File: config.mk
export PLATFORM = sky130hd
export DESIGN_NAME = axis_fault_detector
export DESIGN_NICKNAME = d
export VERILOG_FILES = /design/src/axis_fault_pkg.sv /design/src/soft_bound_check.sv /design/src/axis_fault_detector.sv
export VERILOG_INCLUDE_DIRS = /design/src
export SDC_FILE = /design/constraint.sdc
export NUM_CORES = 1
export LEC_CHECK = 0
export BUFFER_PORTS_ARGS = -buffer_cell sky130_fd_sc_hd__buf_2
export CAP_MARGIN = 5
export CORE_ASPECT_RATIO = 0.5
export CORE_MARGIN = 2
export CORE_UTILIZATION = 25
export CTS_CLUSTER_SIZE = 20
export DETAILED_ROUTE_END_ITERATION = 16
export GPL_ROUTABILITY_DRIVEN = 1
export MAX_ROUTING_LAYER = met4
export PLACE_DENSITY_LB_ADDON = 0.1
export SLEW_MARGIN = 10
export SYNTH_ARGS = -nofsm -noshare
export SYNTH_HDL_FRONTEND = slang
export SYNTH_SLANG_ARGS = --single-unit
File: constraint.sdc
create_clock -name core_clk -period 1.8 [get_ports core_clk]
set_clock_uncertainty 0.1 [all_clocks]
set_input_delay 0.18 -clock core_clk [delete_from_list [all_inputs] [get_ports core_clk]]
set_output_delay 0.18 -clock core_clk [all_outputs]
set_load 0.01 [all_outputs]
File: src/axis_fault_regs.svh
// Constants for the axis fault detector
`ifndef AXIS_FAULT_REGS_SVH
`define AXIS_FAULT_REGS_SVH
`define CODE_NONE 16'h0000
`define CODE_MISSING_PROX 16'h0042
`define CODE_CW_SOFT 16'h0043
`define CODE_CCW_SOFT 16'h0044
`define CODE_HOME_UNDEF 16'h0045
`define CODE_SERVO_LOCK 16'h0046
`define CODE_PRESET_RANGE 16'h0047
`define CODE_ESTOP 16'h0048
`define FLAG_BIT 4'he
`define WORD_ZERO 16'h0000
`endif

File: src/axis_fault_pkg.sv
// Types for the axis fault detector
package axis_fault_pkg;
  typedef enum logic [1:0] {
    STOP_NONE = 2'b00,
    STOP_DECEL = 2'b01,
    STOP_ACCUM = 2'b10,
    STOP_EMERG = 2'b11
  } stop_t;
  typedef enum logic [1:0] {
    SRCH_IDLE = 2'b00,
    SRCH_SEEK = 2'b01,
    SRCH_REV = 2'b10
  } search_t;
endpackage

File: src/soft_bound_check.sv
// Software limit comparator for one target value
`timescale 1ns/1ps
module soft_bound_check (
  input wire logic check,
  input wire logic signed [31:0] value,
  input wire logic signed [31:0] cw_bound,
  input wire logic signed [31:0] ccw_bound,
  output logic cw_over,
  output logic ccw_over
);
  assign cw_over = check && (value > cw_bound);
  assign ccw_over = check && (value < ccw_bound);
endmodule

File: src/axis_fault_detector.sv
// Axis fault detection, error code and stop method selection
// Functional notes
// [RQ1] One-way search: limit before proximity gives 0042, decel stop.
// [RQ2] Reverse search: no proximity between limits gives 0042, decel stop.
// [RQ3] Target beyond CW soft limit: 0043; decel before start, else accum.
// [RQ4] Same for CCW soft limit with code 0044.
// [RQ5] Move while origin undefined is refused, code 0045, decel stop.
// [RQ6] Motion or manual command without servo lock gives 0046, decel stop.
// [RQ7] Preset value out of range gives 0047, decel stop.
// [RQ8] Estop input or operation under estop gives 0048; stop by parameter.
// [RQ9] Two-axis variant: bit 14 of word n+10, code in word n+11.
// [RQ10] Four-axis variant: bit 14 of word n+18, code in word n+19.
// [RQ11] Flag and code hold until host error reset.
`timescale 1ns/1ps
`include "axis_fault_regs.svh"
module axis_fault_detector
  import axis_fault_pkg::*;
(
  input wire logic core_clk,
  input wire logic rstn,
  input wire logic four_axis_mode,
  input wire logic search_start,
  input wire logic search_reverse,
  input wire logic cw_limit,
  input wire logic ccw_limit,
  input wire logic proximity,
  input wire logic search_done,
  input wire logic move_cmd,
  input wire logic program_cmd,
  input wire logic manual_cmd,
  input wire logic motion_started,
  input wire logic home_defined,
  input wire logic servo_locked,
  input wire logic target_valid,
  input wire logic signed [31:0] target_value,
  input wire logic signed [31:0] cw_soft_bound,
  input wire logic signed [31:0] ccw_soft_bound,
  input wire logic preset_cmd,
  input wire logic signed [31:0] preset_value,
  input wire logic signed [31:0] preset_max,
  input wire logic signed [31:0] preset_min,
  input wire logic estop_input,
  input wire logic estop_uses_emergency,
  input wire logic error_reset,
  output logic move_refused,
  output logic missing_proximity_fault,
  output logic cw_soft_bound_fault,
  output logic ccw_soft_bound_fault,
  output logic home_undefined_fault,
  output logic preset_range_fault,
  output logic [1:0] stop_method,
  output logic [15:0] status_word_a,
  output logic [15:0] code_word_a,
  output logic [15:0] status_word_b,
  output logic [15:0] code_word_b
);
  search_t search_reg;
  logic first_limit_ccw_reg;
  logic prox_seen_reg;
  logic err_flag_reg;
  logic [15:0] err_code_reg;
  stop_t stop_reg;
  logic [15:0] code_next;
  stop_t stop_next;
  logic prox_fault;
  logic cw_over;
  logic ccw_over;
  logic preset_cw;
  logic preset_ccw;
  logic op_attempt;
  logic check_target;
  logic home_fault;
  logic lock_fault;
  logic preset_fault;
  logic estop_fault;

  // Soft limit stop depends on whether motion has begun
  function automatic stop_t bound_stop(input logic started);
    return started ? STOP_ACCUM : STOP_DECEL;
  endfunction

  assign op_attempt = move_cmd || program_cmd || manual_cmd;
  assign check_target = target_valid || preset_cmd;

  soft_bound_check u_target_check (
    .check(check_target),
    .value(preset_cmd ? preset_value : target_value),
    .cw_bound(cw_soft_bound),
    .ccw_bound(ccw_soft_bound),
    .cw_over(cw_over),
    .ccw_over(ccw_over)
  );

  soft_bound_check u_preset_check (
    .check(preset_cmd),
    .value(preset_value),
    .cw_bound(preset_max),
    .ccw_bound(preset_min),
    .cw_over(preset_cw),
    .ccw_over(preset_ccw)
  );

  // Origin search tracker; a missing-proximity fault or completion ends the search
  always_ff @(posedge core_clk or negedge rstn) begin
    if (!rstn) begin
      search_reg <= SRCH_IDLE;
      prox_seen_reg <= 1'b0;
      first_limit_ccw_reg <= 1'b0;
    end else if (search_start) begin
      search_reg <= SRCH_SEEK;
      prox_seen_reg <= 1'b0;
    end else begin
      if (proximity) begin
        prox_seen_reg <= 1'b1;
      end
      unique case (search_reg)
        SRCH_IDLE: begin
        end
        SRCH_SEEK: begin
          if (search_done || prox_fault) begin
            search_reg <= SRCH_IDLE;
          end else if (search_reverse && !prox_seen_reg && !proximity &&
                       (cw_limit || ccw_limit)) begin
            // First limit reached; turn round and look for the other one
            search_reg <= SRCH_REV;
            first_limit_ccw_reg <= ccw_limit;
          end
        end
        SRCH_REV: begin
          if (search_done || prox_fault) begin
            search_reg <= SRCH_IDLE;
          end
        end
        default: search_reg <= SRCH_IDLE;
      endcase
    end
  end

  always_comb begin
    prox_fault = 1'b0;
    if (search_reg == SRCH_SEEK && !search_reverse &&
        !prox_seen_reg && !proximity && (cw_limit || ccw_limit)) begin
      prox_fault = 1'b1; // RQ1
    end
    if (search_reg == SRCH_REV && !prox_seen_reg && !proximity &&
        (first_limit_ccw_reg ? cw_limit : ccw_limit)) begin
      prox_fault = 1'b1; // RQ2
    end
  end

  assign home_fault = move_cmd && !home_defined; // RQ5
  assign lock_fault = (program_cmd || manual_cmd) && !servo_locked; // RQ6
  assign preset_fault = preset_cw || preset_ccw; // RQ7
  // Level input catches both the edge and retries after a reset
  assign estop_fault = estop_input; // RQ8
  assign move_refused = home_fault || (estop_input && op_attempt); // RQ5

  // Fixed priority: emergency stop outranks everything
  always_comb begin
    code_next = `CODE_NONE;
    stop_next = STOP_NONE;
    if (estop_fault) begin
      code_next = `CODE_ESTOP; // RQ8
      stop_next = estop_uses_emergency ? STOP_EMERG : STOP_ACCUM; // RQ8
    end else if (prox_fault) begin
      code_next = `CODE_MISSING_PROX; // RQ1
      stop_next = STOP_DECEL;
    end else if (cw_over) begin
      code_next = `CODE_CW_SOFT; // RQ3
      stop_next = bound_stop(motion_started); // RQ3
    end else if (ccw_over) begin
      code_next = `CODE_CCW_SOFT; // RQ4
      stop_next = bound_stop(motion_started); // RQ4
    end else if (home_fault) begin
      code_next = `CODE_HOME_UNDEF;
      stop_next = STOP_DECEL;
    end else if (lock_fault) begin
      code_next = `CODE_SERVO_LOCK;
      stop_next = STOP_DECEL;
    end else if (preset_fault) begin
      code_next = `CODE_PRESET_RANGE;
      stop_next = STOP_DECEL;
    end
  end

  // Latched error; a new fault in the reset cycle wins
  always_ff @(posedge core_clk or negedge rstn) begin
    if (!rstn) begin
      err_flag_reg <= 1'b0;
      err_code_reg <= `CODE_NONE;
      stop_reg <= STOP_NONE;
    end else if (stop_next != STOP_NONE &&
                 (!err_flag_reg || error_reset)) begin
      err_flag_reg <= 1'b1; // RQ11
      err_code_reg <= code_next;
      stop_reg <= stop_next;
    end else if (error_reset) begin
      err_flag_reg <= 1'b0; // RQ11
      err_code_reg <= `CODE_NONE;
      stop_reg <= STOP_NONE;
    end
  end

  // Interface words, only the selected variant is driven
  always_ff @(posedge core_clk or negedge rstn) begin
    if (!rstn) begin
      status_word_a <= `WORD_ZERO;
      code_word_a <= `WORD_ZERO;
      status_word_b <= `WORD_ZERO;
      code_word_b <= `WORD_ZERO;
    end else begin
      status_word_a <= `WORD_ZERO;
      code_word_a <= `WORD_ZERO;
      status_word_b <= `WORD_ZERO;
      code_word_b <= `WORD_ZERO;
      if (four_axis_mode) begin
        status_word_b[`FLAG_BIT] <= err_flag_reg; // RQ10
        code_word_b <= err_code_reg; // RQ10
      end else begin
        status_word_a[`FLAG_BIT] <= err_flag_reg; // RQ9
        code_word_a <= err_code_reg; // RQ9
      end
    end
  end

  always_ff @(posedge core_clk or negedge rstn) begin
    if (!rstn) begin
      missing_proximity_fault <= 1'b0;
      cw_soft_bound_fault <= 1'b0;
      ccw_soft_bound_fault <= 1'b0;
      home_undefined_fault <= 1'b0;
      preset_range_fault <= 1'b0;
      stop_method <= STOP_NONE;
    end else begin
      missing_proximity_fault <= err_code_reg == `CODE_MISSING_PROX;
      cw_soft_bound_fault <= err_code_reg == `CODE_CW_SOFT;
      ccw_soft_bound_fault <= err_code_reg == `CODE_CCW_SOFT;
      home_undefined_fault <= err_code_reg == `CODE_HOME_UNDEF;
      preset_range_fault <= err_code_reg == `CODE_PRESET_RANGE;
      stop_method <= stop_reg;
    end
  end

  a_estop_code: assert property (@(posedge core_clk) disable iff (!rstn) // RQ8
    estop_input && !err_flag_reg |=> err_code_reg == `CODE_ESTOP)
    else $error("estop code missing");
  a_prox_code: assert property (@(posedge core_clk) disable iff (!rstn) // RQ1
    prox_fault && !estop_input && !err_flag_reg
    |=> err_code_reg == `CODE_MISSING_PROX && stop_reg == STOP_DECEL)
    else $error("proximity fault not reported");
  a_rev_fault: assert property (@(posedge core_clk) disable iff (!rstn) // RQ2
    search_reg == SRCH_REV && !prox_seen_reg && !proximity && !search_start &&
    (first_limit_ccw_reg ? cw_limit : ccw_limit) |=> search_reg == SRCH_IDLE)
    else $error("reverse search not ended");
  a_cw_stop: assert property (@(posedge core_clk) disable iff (!rstn) // RQ3
    code_next == `CODE_CW_SOFT && !err_flag_reg
    |=> stop_reg == ($past(motion_started) ? STOP_ACCUM : STOP_DECEL))
    else $error("cw stop method wrong");
  a_ccw_code: assert property (@(posedge core_clk) disable iff (!rstn) // RQ4
    ccw_over && !cw_over && !estop_input && !prox_fault && !err_flag_reg
    |=> err_code_reg == `CODE_CCW_SOFT)
    else $error("ccw code missing");
  a_home_refuse: assert property (@(posedge core_clk) // RQ5
    disable iff (!rstn) move_cmd && !home_defined |-> move_refused)
    else $error("move not refused");
  a_lock_code: assert property (@(posedge core_clk) disable iff (!rstn) // RQ6
    code_next == `CODE_SERVO_LOCK && !err_flag_reg
    |=> err_code_reg == `CODE_SERVO_LOCK ##1 stop_method == STOP_DECEL)
    else $error("servo lock fault wrong");
  a_preset_code: assert property (@(posedge core_clk) // RQ7
    disable iff (!rstn) code_next == `CODE_PRESET_RANGE && !err_flag_reg
    |=> err_code_reg == `CODE_PRESET_RANGE)
    else $error("preset fault missing");
  a_word_a: assert property (@(posedge core_clk) disable iff (!rstn) // RQ9
    !four_axis_mode |=> code_word_a == $past(err_code_reg) &&
    status_word_a[`FLAG_BIT] == $past(err_flag_reg))
    else $error("word a wrong");
  a_word_b: assert property (@(posedge core_clk) disable iff (!rstn) // RQ10
    four_axis_mode |=> code_word_b == $past(err_code_reg) &&
    status_word_b[`FLAG_BIT] == $past(err_flag_reg))
    else $error("word b wrong");
  a_code_hold: assert property (@(posedge core_clk) disable iff (!rstn) // RQ11
    err_flag_reg && !error_reset |=> $stable(err_code_reg))
    else $error("code overwritten");
endmodule

==> results.sh <==
export IMPL_layout_cells_most_common="buf_2"
export IMPL_synthesis_area_mm2=0.00533
export IMPL_final_setup_viol_count=9
export IMPL_area_growth_pct=50.5
export IMPL_ys_flop_type="dfrtp_1"
export IMPL_fillCellCount=2187
export IMPL_cp_max_fo=6
export IMPL_dr_pass1_iters=4
export IMPL_via_per_inst=4.42
export IMPL_ctsLongestPathBuffers=2
export IMPL_syn_avg_cell_area_um2=8.13
export IMPL_crit_chain="buf_12 > buf_12 > buf_12 > mux2_4 > ha_4 > a21oi_2 > o21ai_2 > or4_4 > a31o_1 > mux2_4 > nor2b_4 > buf_12 > a41oi_4 > o22ai_1"
export IMPL_cts_tree="done"
export IMPL_path_buf_inv=4
export IMPL_p_int_w=0.00227
export IMPL_rsz0062_at_grt="yes"
export IMPL_core_area_mm2=0.0207
export IMPL_post_dp_hpwl_um=17000
export IMPL_synth_cell_type_count=59
export IMPL_crit_path_end_kind="flip-flop"
export IMPL_totalNegativeSetupSlack_ns=-8.54
export IMPL_grt_max_degree=32
export IMPL_synth_xor_xnor_area_share_pct=0
export IMPL_critPathKind="input pin to flip-flop"
export IMPL_initial_core_util_pct=25.7
export IMPL_crit_top_cell="buf_12"
export IMPL_netSwitchingFraction_pct=35.5
export IMPL_ant_nets=0
export IMPL_slew_headroom_pct=52.3
export IMPL_most_common_layout_cells="buf_2, inv_1, ha_1"
export IMPL_yosysTopAreaCellShare_pct=29.6
export IMPL_synth_cells=656
export IMPL_synth_compound_area_share_pct=17.2
export IMPL_drive_gt1_share_pct=42.2
export IMPL_postSynthRegisterBits=31
export IMPL_ios=284
export IMPL_io_buffers=231
export IMPL_p_per_area_mw_per_mm2=438
export IMPL_slowest_delay_ns=0.49
export IMPL_multiInputGateArea_mm2=0.00427
export IMPL_place_gp_congestion=0.873
export IMPL_yosys_area_share_simple_pct=13.8
export IMPL_grt_overflow_total=0
export IMPL_synth_top_family_by_area="adder cells"
export IMPL_htreeDepth=2
export IMPL_worst_slack_ns=-1.13
export IMPL_yosysWarnings=0
export IMPL_grt_pass1_vias=5522
export IMPL_nNetsFinal=1319
export IMPL_drc=0
export IMPL_drt_wl_total_um=19300
export IMPL_post_drt_wl_per_cell_um=15.4
export IMPL_synthTopCellsByArea="ha_1, dfrtp_1, inv_1, buf_4, mux2_2"
export IMPL_combPwrFrac_pct=53.4
export IMPL_maxSlewViolCount=0
export IMPL_yosysSeqAreaShare_pct=14.5
export IMPL_cts_buffers=5
export IMPL_dr_first_iter_drc_count=219
export IMPL_track_usage_pct=16.8
export IMPL_drv_cap=0
export IMPL_p_sw_w=0.00125
export IMPL_violations="negative setup slack"
export IMPL_synthAdderAreaFrac_pct=29.6
export IMPL_p_clk_share_pct=23.1
export IMPL_dieHeight_um=107
export IMPL_path_delay_family="compound AO/OA/AOI/OAI gates"
export IMPL_clock_fmax_mhz=341
export IMPL_ir_worst_vdd_uv=315
export IMPL_seq_area_um2=776
export IMPL_place_ws_ns=-1.50
export IMPL_die_area_mm2=0.0226
export IMPL_finalCritPeriodShare_pct=163
export IMPL_cts_sinks=31
export IMPL_grt_first_pass_wirelength_um=28500
export IMPL_fp_dieW_um=211
export IMPL_synth_edf_count=0
export IMPL_cts_clk_slew_worst_paths_ns=0.05
export IMPL_yosys_area_top_type="ha_1"
export IMPL_fin_util_pct=38.7
export IMPL_worstPathArrival_ns=2.97
export IMPL_hold_class="input pin to flip-flop"
export IMPL_leakage_nw=4.50
export IMPL_seq_power_share_pct=23.5
export IMPL_worstPathRequired_ns=1.84
export IMPL_worst_pin_slew_ns=0.715
export IMPL_async_flop_share_pct=100
export IMPL_vias=5549
export IMPL_critPathSlowestCell="or4_4"
export IMPL_clk_latency_ns=0.27
export IMPL_fin_hold_ws_ns=0.0642
export IMPL_period_needed_ns=2.93
export IMPL_synthMuxAreaShare_pct=7.48
export IMPL_hold_viol_final=0
export IMPL_rows=37
export IMPL_critPathLaunchType="input pin"
export IMPL_antenna_found_initial=1
export IMPL_status="complete, but fails checks"
export IMPL_cts_root_buf="clkbuf_16"
worst register-to-register path, stage by stage (launching register included):
cell,delay (ns)
dfrtp_1,0.40
nor3b_2,0.18
o21ai_1,0.15
a21boi_1,0.08
buf_4,0.16
nor2_1,0.20
o211ai_1,0.18
a32o_2,0.29
a41oi_2,0.16
layout make-up:
cell class / count / area share (%)
diodes: 1 / 0.0312
flip-flops and latches: 31 / 9.66
repair buffers: 324 / 24.8
clock buffers: 6 / 1.73
inverters: 136 / 6.36
well taps: 273 / 4.26
clock inverters: 1 / 0.0624
multi-input cells: 483 / 53.1
cell usage after synthesis (all sizes together), types with 4 or more instances:
| cell | number |
|---|---|
| a41o | 4 |
| mux2 | 33 |
| buf | 53 |
| and4 | 4 |
| inv | 136 |
| and3 | 4 |
| o21a | 8 |
| o31a | 5 |
| nor3b | 4 |
| nand3 | 11 |
| nor2b | 11 |
| a21o | 9 |
| nor2 | 22 |
| nor3 | 5 |
| nand4 | 22 |
| nor4 | 5 |
| o211ai | 10 |
| and2 | 7 |
| nand2 | 28 |
| a21oi | 47 |
| clkbuf | 4 |
| ha | 126 |
| a211oi | 6 |
| dfrtp | 31 |
| o21ai | 18 |
metal layers:
metal	track usage, %	vias up	wire (µm)
met5	-	-	0
met4	1.76	0	70
met3	1.81	4	829
met2	28.7	141	9090
met1	22.3	2547	9310
li1	-	2857	-
power by group through the flow:
stage / logic [W] / clock network, W / registers, W
6_report: 0.00188 / 0.000813 / 0.000827
5_1_grt: 0.00210 / 0.000875 / 0.000838
4_1_cts: 0.00184 / 0.000829 / 0.000827
3_5_place_dp: 0.00171 / 0 / 0.000837
3_3_place_gp: 0.00170 / 0 / 0.000834
2_1_floorplan: 0.00101 / 0 / 0.000842
final timing paths:
check / depth (start not counted) / slack, ns / endpoint / from
max in group asynchronous: 2 / 0.73 / err_code_reg[1] / rstn
min in group asynchronous: 2 / 0.40 / code_word_a[0] / rstn
worst min register to register: 0 / 0.28 / stop_method[0] / stop_reg[0]
worst max register to register: 8 / -0.18 / err_code_reg[0] / search_reg[0]
worst max-delay path: 14 / -1.13 / err_code_reg[3] / preset_cmd
worst min-delay path: 3 / 0.06 / prox_seen_reg / proximity
kinds of logic (layout without fill, tap and decap cells):
| family | after synthesis | after routing |
|---|---|---|
| adder cells (fa/ha/maj) | 126 | 126 |
| AO/OA/AOI/OAI | 134 | 134 |
| multiplexers | 35 | 35 |
| AND/OR/NAND/NOR | 136 | 136 |
| buffers and inverters | 193 | 467 |
| flip-flops | 31 | 31 |
| other | 1 | 53 |
per-stage QoR:
step | power, W | std cells | cell area [µm²]
2_1_floorplan | 0.00185 | 707 | 5780
3_3_place_gp | 0.00254 | 1233 | 7440
3_5_place_dp | 0.00255 | 1233 | 7440
4_1_cts | 0.00350 | 1251 | 7930
5_1_grt | 0.00382 | 1255 | 8030
6_report | 0.00352 | 1255 | 8030
what timing repair did:
action | CTS | global route
endpoints found under the setup margin | 9 | 9
pin swaps | 18 | 12
setup buffers | 6 | 3
hold endpoints to repair | 32 | 0
hold buffers | 2 | 0
cloned | 3 | 0
gates resized for setup | 39 | 12
Power figures use the tool's default switching activity.
